`config.mk`:
```
export PLATFORM = sky130hd
export DESIGN_NAME = mptu_trace_unit
export DESIGN_NICKNAME = d
export VERILOG_FILES = /design/src/mptu_pkg.sv /design/src/mptu_trace_unit.sv
export SDC_FILE = /design/constraint.sdc
export NUM_CORES = 1
export LEC_CHECK = 0
export ABC_AREA = 0
export BUFFER_PORTS_ARGS = -buffer_cell sky130_fd_sc_hd__clkbuf_2
export CAP_MARGIN = 20
export CELL_PAD_IN_SITES_DETAIL_PLACEMENT = 0
export CELL_PAD_IN_SITES_GLOBAL_PLACEMENT = 1
export CORE_MARGIN = 3
export CORE_UTILIZATION = 40
export DETAILED_ROUTE_END_ITERATION = 16
export PLACE_DENSITY_LB_ADDON = 0.25
export RECOVER_POWER = 100
export SYNTH_ARGS = -nofsm -noshare
export SYNTH_HDL_FRONTEND = slang
export SYNTH_SLANG_ARGS = --single-unit
```
`constraint.sdc`:
```
create_clock -name pclk -period 6.7 [get_ports pclk]
set_clock_uncertainty 0.2 [all_clocks]
set_input_delay 0.335 -clock pclk [delete_from_list [all_inputs] [get_ports pclk]]
set_output_delay 0.335 -clock pclk [all_outputs]
set_load 0.02 [all_outputs]
```
`src/mptu_pkg.sv`:
```
package mptu_pkg;
   // Register indices; byte address is four times the index
   localparam logic [9:0]  IDX_SYNC       = 10'h1CA;
   localparam logic [9:0]  IDX_CFG        = 10'h1CB;
   localparam logic [9:0]  IDX_HALT       = 10'h1CC;
   localparam int          ADDR_W         = 10;
   localparam logic [9:0]  SYNC_RST       = 10'h000;
   localparam logic [9:0]  HALT_RST       = 10'h000;
   localparam logic [10:0] CFG_RST        = 11'h000;
   // Configuration word layout
   localparam int          CFG_EN_BIT     = 10;
   localparam int          CFG_SEL_LSB    = 8;
   localparam int          CFG_LEN_LSB    = 0;
   localparam logic [7:0]  POST_FOREVER   = 8'hFF;
   // Calibration: eight periods at half pclk means sixteen half periods
   localparam int          CAL_CYCLES     = 8;
   localparam logic [4:0]  CAL_HALVES     = 5'(2 * CAL_CYCLES);
   localparam logic [1:0]  GAP_TICKS      = 2'h2;
   localparam logic [1:0]  CODE_BITS_LEFT = 2'h3;
   // Path codes
   localparam logic [3:0]  C_DEFAULT      = 4'h5;
   localparam logic [3:0]  C_FORK         = 4'hA;
   localparam logic [3:0]  C_STOP_SYNC    = 4'hC;
   localparam logic [3:0]  C_HALT         = 4'hF;
   localparam logic [3:0]  C_IRQ_DIAG     = 4'h4;
   localparam logic [3:0]  C_IRQ_DRV      = 4'h2;
   localparam logic [3:0]  C_IRQ_START    = 4'h3;
   localparam logic [3:0]  C_W2           = 4'h6;
   localparam logic [3:0]  C_W3           = 4'hB;
   localparam logic [3:0]  C_W4           = 4'hD;
   localparam logic [3:0]  C_W5           = 4'h9;
   localparam logic [3:0]  C_A_FORK       = 4'h1;
   localparam logic [3:0]  C_A_DEFAULT    = 4'h7;
   localparam logic [3:0]  C_A_W2         = 4'h4;
   localparam logic [3:0]  C_A_W3         = 4'h2;
   localparam logic [3:0]  C_A_W4         = 4'hE;
   localparam logic [3:0]  C_A_W5         = 4'h3;
   // Event kinds reported by a microcore each execution cycle
   localparam logic [2:0]  K_NORMAL       = 3'h0;
   localparam logic [2:0]  K_RET_RESTART  = 3'h1;
   localparam logic [2:0]  K_RET_CONT     = 3'h2;
   localparam logic [2:0]  K_AUTO_RET     = 3'h3;
   localparam logic [2:0]  K_IRQ_DIAG     = 3'h4;
   localparam logic [2:0]  K_IRQ_DRV      = 3'h5;
   localparam logic [2:0]  K_IRQ_START    = 3'h6;
   localparam logic [2:0]  K_STOP_SYNC    = 3'h7;
   // Path selected (default includes wait entry 1; fork includes waiting)
   localparam logic [2:0]  P_DEFAULT      = 3'h0;
   localparam logic [2:0]  P_FORK         = 3'h1;
   localparam logic [2:0]  P_W2           = 3'h2;
   localparam logic [2:0]  P_W3           = 3'h3;
   localparam logic [2:0]  P_W4           = 3'h4;
   localparam logic [2:0]  P_W5           = 3'h5;

   typedef enum logic [5:0] {
      ST_IDLE  = 6'h01,
      ST_CAL   = 6'h02,
      ST_GAP   = 6'h04,
      ST_SYNC  = 6'h08,
      ST_TRACE = 6'h10,
      ST_POST  = 6'h20
   } mptu_state_t;
endpackage

```
`src/mptu_trace_unit.sv`:
```
`timescale 1ns/1ps
module mptu_trace_unit (
   input  wire logic             pclk,
   input  wire logic             presetn,
   input  wire logic             ce,
   input  wire logic             psel,
   input  wire logic             penable,
   input  wire logic             pwrite,
   input  wire logic [11:0]      paddr,
   input  wire logic [31:0]      pwdata,
   output logic      [31:0]      prdata,
   output logic                  pready,
   output logic                  pslverr,
   input  wire logic             exec_tick,
   input  wire logic [3:0][9:0]  core_pc,
   input  wire logic [3:0][2:0]  core_kind,
   input  wire logic [3:0][2:0]  core_path,
   input  wire logic [3:0]       core_ujump,
   output logic                  debug_trace_pin,
   output logic                  debug_trace_pin_oe,
   output logic                  trace_active
);

   // Path code for one execution cycle of the selected core
   function automatic logic [3:0] mptu_encode(input logic [2:0] kind,
                                              input logic [2:0] path,
                                              input logic       ujump);
      logic [2:0] p;
      logic [3:0] n;
      logic [3:0] a;
      logic [3:0] c;
      p = (ujump && path == mptu_pkg::P_DEFAULT) ? mptu_pkg::P_FORK : path;
      case (p)
         mptu_pkg::P_DEFAULT: n = mptu_pkg::C_DEFAULT;
         mptu_pkg::P_FORK:    n = mptu_pkg::C_FORK;
         mptu_pkg::P_W2:      n = mptu_pkg::C_W2;
         mptu_pkg::P_W3:      n = mptu_pkg::C_W3;
         mptu_pkg::P_W4:      n = mptu_pkg::C_W4;
         default:             n = mptu_pkg::C_W5;
      endcase
      case (p)
         mptu_pkg::P_DEFAULT: a = mptu_pkg::C_A_DEFAULT;
         mptu_pkg::P_FORK:    a = mptu_pkg::C_A_FORK;
         mptu_pkg::P_W2:      a = mptu_pkg::C_A_W2;
         mptu_pkg::P_W3:      a = mptu_pkg::C_A_W3;
         mptu_pkg::P_W4:      a = mptu_pkg::C_A_W4;
         default:             a = mptu_pkg::C_A_W5;
      endcase
      case (kind)
         mptu_pkg::K_RET_RESTART: c = mptu_pkg::C_FORK;
         mptu_pkg::K_RET_CONT:    c = n;
         mptu_pkg::K_AUTO_RET:    c = a;
         mptu_pkg::K_IRQ_DIAG:    c = mptu_pkg::C_IRQ_DIAG;
         mptu_pkg::K_IRQ_DRV:     c = mptu_pkg::C_IRQ_DRV;
         mptu_pkg::K_IRQ_START:   c = mptu_pkg::C_IRQ_START;
         mptu_pkg::K_STOP_SYNC:   c = mptu_pkg::C_STOP_SYNC;
         default:                 c = n;
      endcase
      return c;
   endfunction

   // Word address decode, shared by read and write paths
   function automatic logic [1:0] mptu_decode(input logic [11:0] addr);
      logic [1:0] hit;
      hit = 2'h0;
      if (addr[1:0] != 2'h0) begin
         hit = 2'h0;
      end else if (addr[11:2] == mptu_pkg::IDX_SYNC) begin
         hit = 2'h1;
      end else if (addr[11:2] == mptu_pkg::IDX_CFG) begin
         hit = 2'h2;
      end else if (addr[11:2] == mptu_pkg::IDX_HALT) begin
         hit = 2'h3;
      end
      return hit;
   endfunction

   mptu_pkg::mptu_state_t st_r, st_nxt;
   logic [9:0]  sync_r, sync_nxt;
   logic [9:0]  halt_r, halt_nxt;
   logic [10:0] cfg_r, cfg_nxt;
   logic [31:0] prdata_r, prdata_nxt;
   logic [3:0]  sh_r, sh_nxt;
   logic [1:0]  bits_r, bits_nxt;
   logic        pin_r, pin_nxt;
   logic [3:0]  last_code_r, last_code_nxt;
   logic [7:0]  post_r, post_nxt;
   logic [4:0]  cal_r, cal_nxt;
   logic [1:0]  gap_r, gap_nxt;
   logic        load;
   logic [3:0]  load_code;
   logic [1:0]  sel;
   logic [9:0]  sel_pc;
   logic [3:0]  path_code;
   logic [1:0]  hit;
   logic        wr;
   logic        rd_setup;

   // Zero-wait slave; unmapped or misaligned addresses flag an error
   assign hit      = mptu_decode(paddr);
   assign pready   = 1'b1;
   assign pslverr  = psel && penable && (hit == 2'h0);
   assign wr       = ce && psel && penable && pwrite && (hit != 2'h0);
   assign rd_setup = ce && psel && !penable && !pwrite;
   assign prdata   = prdata_r;

   assign sel       = cfg_r[mptu_pkg::CFG_SEL_LSB +: 2];
   assign sel_pc    = core_pc[sel];
   assign path_code = mptu_encode(core_kind[sel], core_path[sel], core_ujump[sel]);

   assign debug_trace_pin    = pin_r;
   assign debug_trace_pin_oe = (st_r != mptu_pkg::ST_IDLE);
   assign trace_active       = cfg_r[mptu_pkg::CFG_EN_BIT];

   // Next state for registers, phase sequencer and serialiser
   always_comb begin
      st_nxt        = st_r;
      sync_nxt      = sync_r;
      halt_nxt      = halt_r;
      cfg_nxt       = cfg_r;
      prdata_nxt    = prdata_r;
      sh_nxt        = sh_r;
      bits_nxt      = bits_r;
      pin_nxt       = 1'b0;
      last_code_nxt = last_code_r;
      post_nxt      = post_r;
      cal_nxt       = cal_r;
      gap_nxt       = gap_r;
      load          = 1'b0;
      load_code     = path_code;
      // Read data captured in setup so it stands through the access cycle
      if (rd_setup) begin
         unique case (hit)
            2'h1:    prdata_nxt = {22'h0, sync_r};
            2'h2:    prdata_nxt = {21'h0, cfg_r};
            2'h3:    prdata_nxt = {22'h0, halt_r};
            default: prdata_nxt = 32'h0;
         endcase
      end
      // Sequencer; a code goes out on an execution tick
      unique case (st_r)
         mptu_pkg::ST_IDLE: begin
            cal_nxt = 5'h0;
            if (cfg_r[mptu_pkg::CFG_EN_BIT]) begin
               st_nxt = mptu_pkg::ST_CAL;
            end
         end
         mptu_pkg::ST_CAL: begin
            pin_nxt = !cal_r[0];
            cal_nxt = cal_r + 5'h1;
            if (cal_r == mptu_pkg::CAL_HALVES - 5'h1) begin
               st_nxt  = mptu_pkg::ST_GAP;
               gap_nxt = 2'h0;
               pin_nxt = 1'b0;
            end
         end
         mptu_pkg::ST_GAP: begin
            // low for a full period; needs two ticks to be sure
            if (exec_tick) begin
               gap_nxt = gap_r + 2'h1;
               if (gap_r == mptu_pkg::GAP_TICKS - 2'h1) begin
                  st_nxt = mptu_pkg::ST_SYNC;
               end
            end
         end
         mptu_pkg::ST_SYNC: begin
            if (exec_tick && sel_pc == sync_r) begin
               load      = 1'b1;
               load_code = mptu_pkg::C_FORK;
               st_nxt    = mptu_pkg::ST_TRACE;
            end
         end
         mptu_pkg::ST_TRACE: begin
            if (exec_tick) begin
               load = 1'b1;
               if (sel_pc == halt_r) begin
                  load_code = mptu_pkg::C_HALT;
                  st_nxt    = mptu_pkg::ST_POST;
                  post_nxt  = cfg_r[mptu_pkg::CFG_LEN_LSB +: 8];
               end
            end
         end
         mptu_pkg::ST_POST: begin
            if (exec_tick) begin
               if (post_r == 8'h0) begin
                  st_nxt                         = mptu_pkg::ST_IDLE;
                  cfg_nxt[mptu_pkg::CFG_EN_BIT] = 1'b0;
               end else begin
                  load = 1'b1;
                  if (post_r != mptu_pkg::POST_FOREVER) begin
                     post_nxt = post_r - 8'h1;
                  end
               end
            end
         end
      endcase
      // MSB first, remaining bits at pclk rate
      if (load) begin
         last_code_nxt = load_code;
         pin_nxt       = load_code[3];
         sh_nxt        = {load_code[2:0], 1'b0};
         bits_nxt      = mptu_pkg::CODE_BITS_LEFT;
      end else if (bits_r != 2'h0) begin
         pin_nxt  = sh_r[3];
         sh_nxt   = {sh_r[2:0], 1'b0};
         bits_nxt = bits_r - 2'h1;
      end
      // Software write last so a set of enable beats the completion clear
      if (wr) begin
         unique case (hit)
            2'h1: sync_nxt = pwdata[mptu_pkg::ADDR_W-1:0];
            2'h3: halt_nxt = pwdata[mptu_pkg::ADDR_W-1:0];
            default: begin
               cfg_nxt = pwdata[10:0];
               if (!pwdata[mptu_pkg::CFG_EN_BIT]) begin
                  st_nxt   = mptu_pkg::ST_IDLE;
                  bits_nxt = 2'h0;
                  pin_nxt  = 1'b0;
               end
            end
         endcase
      end
   end

   // All state frozen while ce is low
   always_ff @(posedge pclk or negedge presetn) begin
      if (!presetn) begin
         st_r        <= mptu_pkg::ST_IDLE;
         sync_r      <= mptu_pkg::SYNC_RST;
         halt_r      <= mptu_pkg::HALT_RST;
         cfg_r       <= mptu_pkg::CFG_RST;
         prdata_r    <= 32'h0;
         sh_r        <= 4'h0;
         bits_r      <= 2'h0;
         pin_r       <= 1'b0;
         last_code_r <= 4'h0;
         post_r      <= 8'h0;
         cal_r       <= 5'h0;
         gap_r       <= 2'h0;
      end else if (ce) begin
         st_r        <= st_nxt;
         sync_r      <= sync_nxt;
         halt_r      <= halt_nxt;
         cfg_r       <= cfg_nxt;
         prdata_r    <= prdata_nxt;
         sh_r        <= sh_nxt;
         bits_r      <= bits_nxt;
         pin_r       <= pin_nxt;
         last_code_r <= last_code_nxt;
         post_r      <= post_nxt;
         cal_r       <= cal_nxt;
         gap_r       <= gap_nxt;
      end
   end

   logic trace_tick;
   assign trace_tick = ce && exec_tick && !wr && (st_r == mptu_pkg::ST_TRACE);
endmodule

```
==> results.json <==
{
  "async_flop_share_pct": 100.0,
  "io_buffers": 112,
  "clock_path_buffers": 2,
  "synthToLayoutAreaGrowth_pct": 16.96,
  "grt_first_pass_wirelength_um": 20950,
  "num_rows": 38,
  "status": "complete, but fails checks",
  "cp.required_ns": 6.72,
  "yosysMostFrequentCell": "nand2_1",
  "grt_pass1_vias": 4000,
  "multi_input_area_sq_um": 2651,
  "place_hpwl_um": 9626,
  "yosysSeqAreaShare_pct": 36.78,
  "start_util_pct": 42.05,
  "end_kind": "flip-flop",
  "clkTransAtPathRegs_ns": 0.07,
  "setup_viol": 0,
  "tns_ns": 0,
  "seq_area_sq_um": 1728,
  "synth_ff_type": "dfrtp_1",
  "cts_setup_buffers": 0,
  "postSynthCellCount": 478,
  "numCtsBuffers": 9,
  "clock.fmax_mhz": 230.7,
  "synth_top_cell_by_area": "dfrtp_1",
  "worstMarginPinSlew_ns": 3.826,
  "dr_total_vias": 4027,
  "synth_common_cells": "nand2_1 (76), dfrtp_1 (68), o21ai_0 (33)",
  "grt_overflow": 0,
  "whs_path_depth": 3,
  "synthTopCellsByArea": "dfrtp_1 (36%), mux4_1 (7.3%), nand2_1 (6.1%)",
  "cts_tree": "yes",
  "synth_area_sq_um": 4698,
  "drive_above_1_share_pct": 24.87,
  "die-area_sq_um": 13080,
  "grt_max_degree": 70,
  "max_stage_delay_ns": 1.32,
  "drtIter0Drc": 273,
  "syn_area_per_cell_sq_um": 9.829,
  "fp.dieH_um": 114.4,
  "ant_nets": 0,
  "drv_slew": 109,
  "drv_cap": 4,
  "fin_nets": 707,
  "drcViolationCount": 0,
  "crit_path_max_fanout": 19,
  "synth_edf_count": 0,
  "drt_wl_total_um": 12960,
  "post-route-period-util_pct": 64.70,
  "antenna_found_initial": 0,
  "fin_crit_ns": 4.335,
  "fin_hold_ws_ns": 0.01821,
  "ys_ff_latch": 69,
  "root_buffer": "clkbuf_16",
  "min_path_type": "primary input to flip-flop",
  "ioPinCount": 156,
  "power_density_nw_per_um2": 241.3,
  "pre_cts_slack_ns": 3.132,
  "fill_cells": 1075,
  "hold_buffers": 0,
  "gp_congestion": 0.8178,
  "synthDominantCellAreaShare_pct": 36.22,
  "worstPathArrival_ns": 4.36,
  "ys_types": 69,
  "timing.critical_path.cells": "mux4_1 -> xnor2_1 -> nand3_1 -> o32ai_1 -> o21ai_0 -> a22o_1",
  "finalHoldViolCount": 0,
  "die_x_um": 114.4,
  "wl_per_cell_um": 17.82,
  "rsz0062_at_grt": "false",
  "via_per_inst": 5.539,
  "yosysWarnings": 0,
  "post_cts_resized": 0,
  "violations": "max-capacitance violations, max-slew violations",
  "track_usage_pct": 20.55,
  "p_leak_uw": 0.002466,
  "relSlewSlack_pct": -155.1,
  "num_antenna_cells": 0,
  "fp.coreArea_sq_um": 11170,
  "worst_r2r_path_depth": 6,
  "cp-start-kind": "flip-flop",
  "htree_num_levels": 3,
  "dr.pass1.iters": 6,
  "cts.sinks": 69,
  "worst-setup-path-type": "flip-flop to flip-flop",
  "clk_latency_ns": 0.34,
  "fin_ws_ns": 2.365,
  "ir_drop_v": 0.0002175,
  "slowest_stage": "o32ai_1"
}
registers in the layout (all words and copies together) (netlist names), 3 cells and up:
signal,flops
halt_r,10
sync_r,10
sh_r,3
prdata,11
cal_r,5
post_r,8
st_r,6
cfg_r,11
layer usage:
layer / GRT usage (%) / up-vias / share of wire [%]
met5: 0 / - / 0
met4: 8.314 / 0 / 2.3
met3: 3.594 / 23 / 5.7
met2: 32.75 / 140 / 48
met1: 27.82 / 1915 / 44
li1: - / 1949 / -
worst paths after layout:
| check | slack [ns] | startpoint | endpoint |
|---|---|---|---|
| hold reg to reg | 0.27 | prdata[2] | prdata[2] |
| hold / removal | 0.02 | pwdata[4] | cfg_r[4] |
| min in group asynchronous | 1.19 | presetn | cal_r[4] |
| setup reg to reg | 2.37 | cfg_r[8] | post_r[7] |
| setup / recovery | 2.37 | cfg_r[8] | post_r[7] |
| max in group asynchronous | 2.89 | presetn | sync_r[0] |
per-stage QoR:
| stage | util [%] | power [uW] | instances | instance area [sq um] |
|---|---|---|---|---|
| global placement | 47.07 | 807.6 | 710 | 5259 |
| detailed placement | 47.13 | 813.3 | 711 | 5266 |
| CTS | 50.11 | 1349 | 727 | 5599 |
| global route | 49.18 | 1405 | 727 | 5495 |
| floorplan | - | 726.2 | 498 | 4773 |
| finish | 49.18 | 1326 | 727 | 5495 |
where the power goes:
group / total [uW] / switching, uW / internal (uW)
combinational: 294 / 169 / 125
clock: 531 / 192 / 339
sequential: 501 / 44.3 / 457
total: 1330 / 406 / 920
final cells by class:
cell class / count / area share, %
sequential: 69 / 31.44
clock buffer: 10 / 4.349
clock inverter: 6 / 1.708
tap: 140 / 3.188
inverter: 14 / 0.9563
timing repair buffer: 115 / 10.11
multi-input combinational: 373 / 48.25
kinds of logic (layout without fill, tap and decap cells):
family	Yosys count	count (layout)	synth area share, %
simple gates	179	179	19.89
compound gates	105	105	15.85
flops	69	69	36.78
buf+inv	56	145	7.004
mux	41	41	14.83
xor+xnor	20	20	3.888
fa+ha+maj	6	6	1.598
other cells	2	22	0.1598
worst max-delay path: cells and delay by family, from the launching register on:
family	cells	cell delay, ns
compound gates	3	1.90
xor+xnor	1	0.31
flops	1	0.92
mux	1	0.72
simple gates	1	0.17
layout by cell type (no fill, tap or decap), types with 7 or more instances in the layout:
master      n
mux4_1     13
nor2_1     23
o31ai_1     7
o21ai_0    37
nor3_1     13
mux2_2     19
conb_1     22
clkbuf_16   9
nand4_1    10
a22o_1     11
clkbuf_2   95
clkbuf_1   18
inv_1      13
nand2b_1    9
nand3_1     9
dfrtp_1    68
nand2_1    76
a21oi_1    14
a222oi_1    9
xnor2_1    18
(Power assumes the default switching activity.)
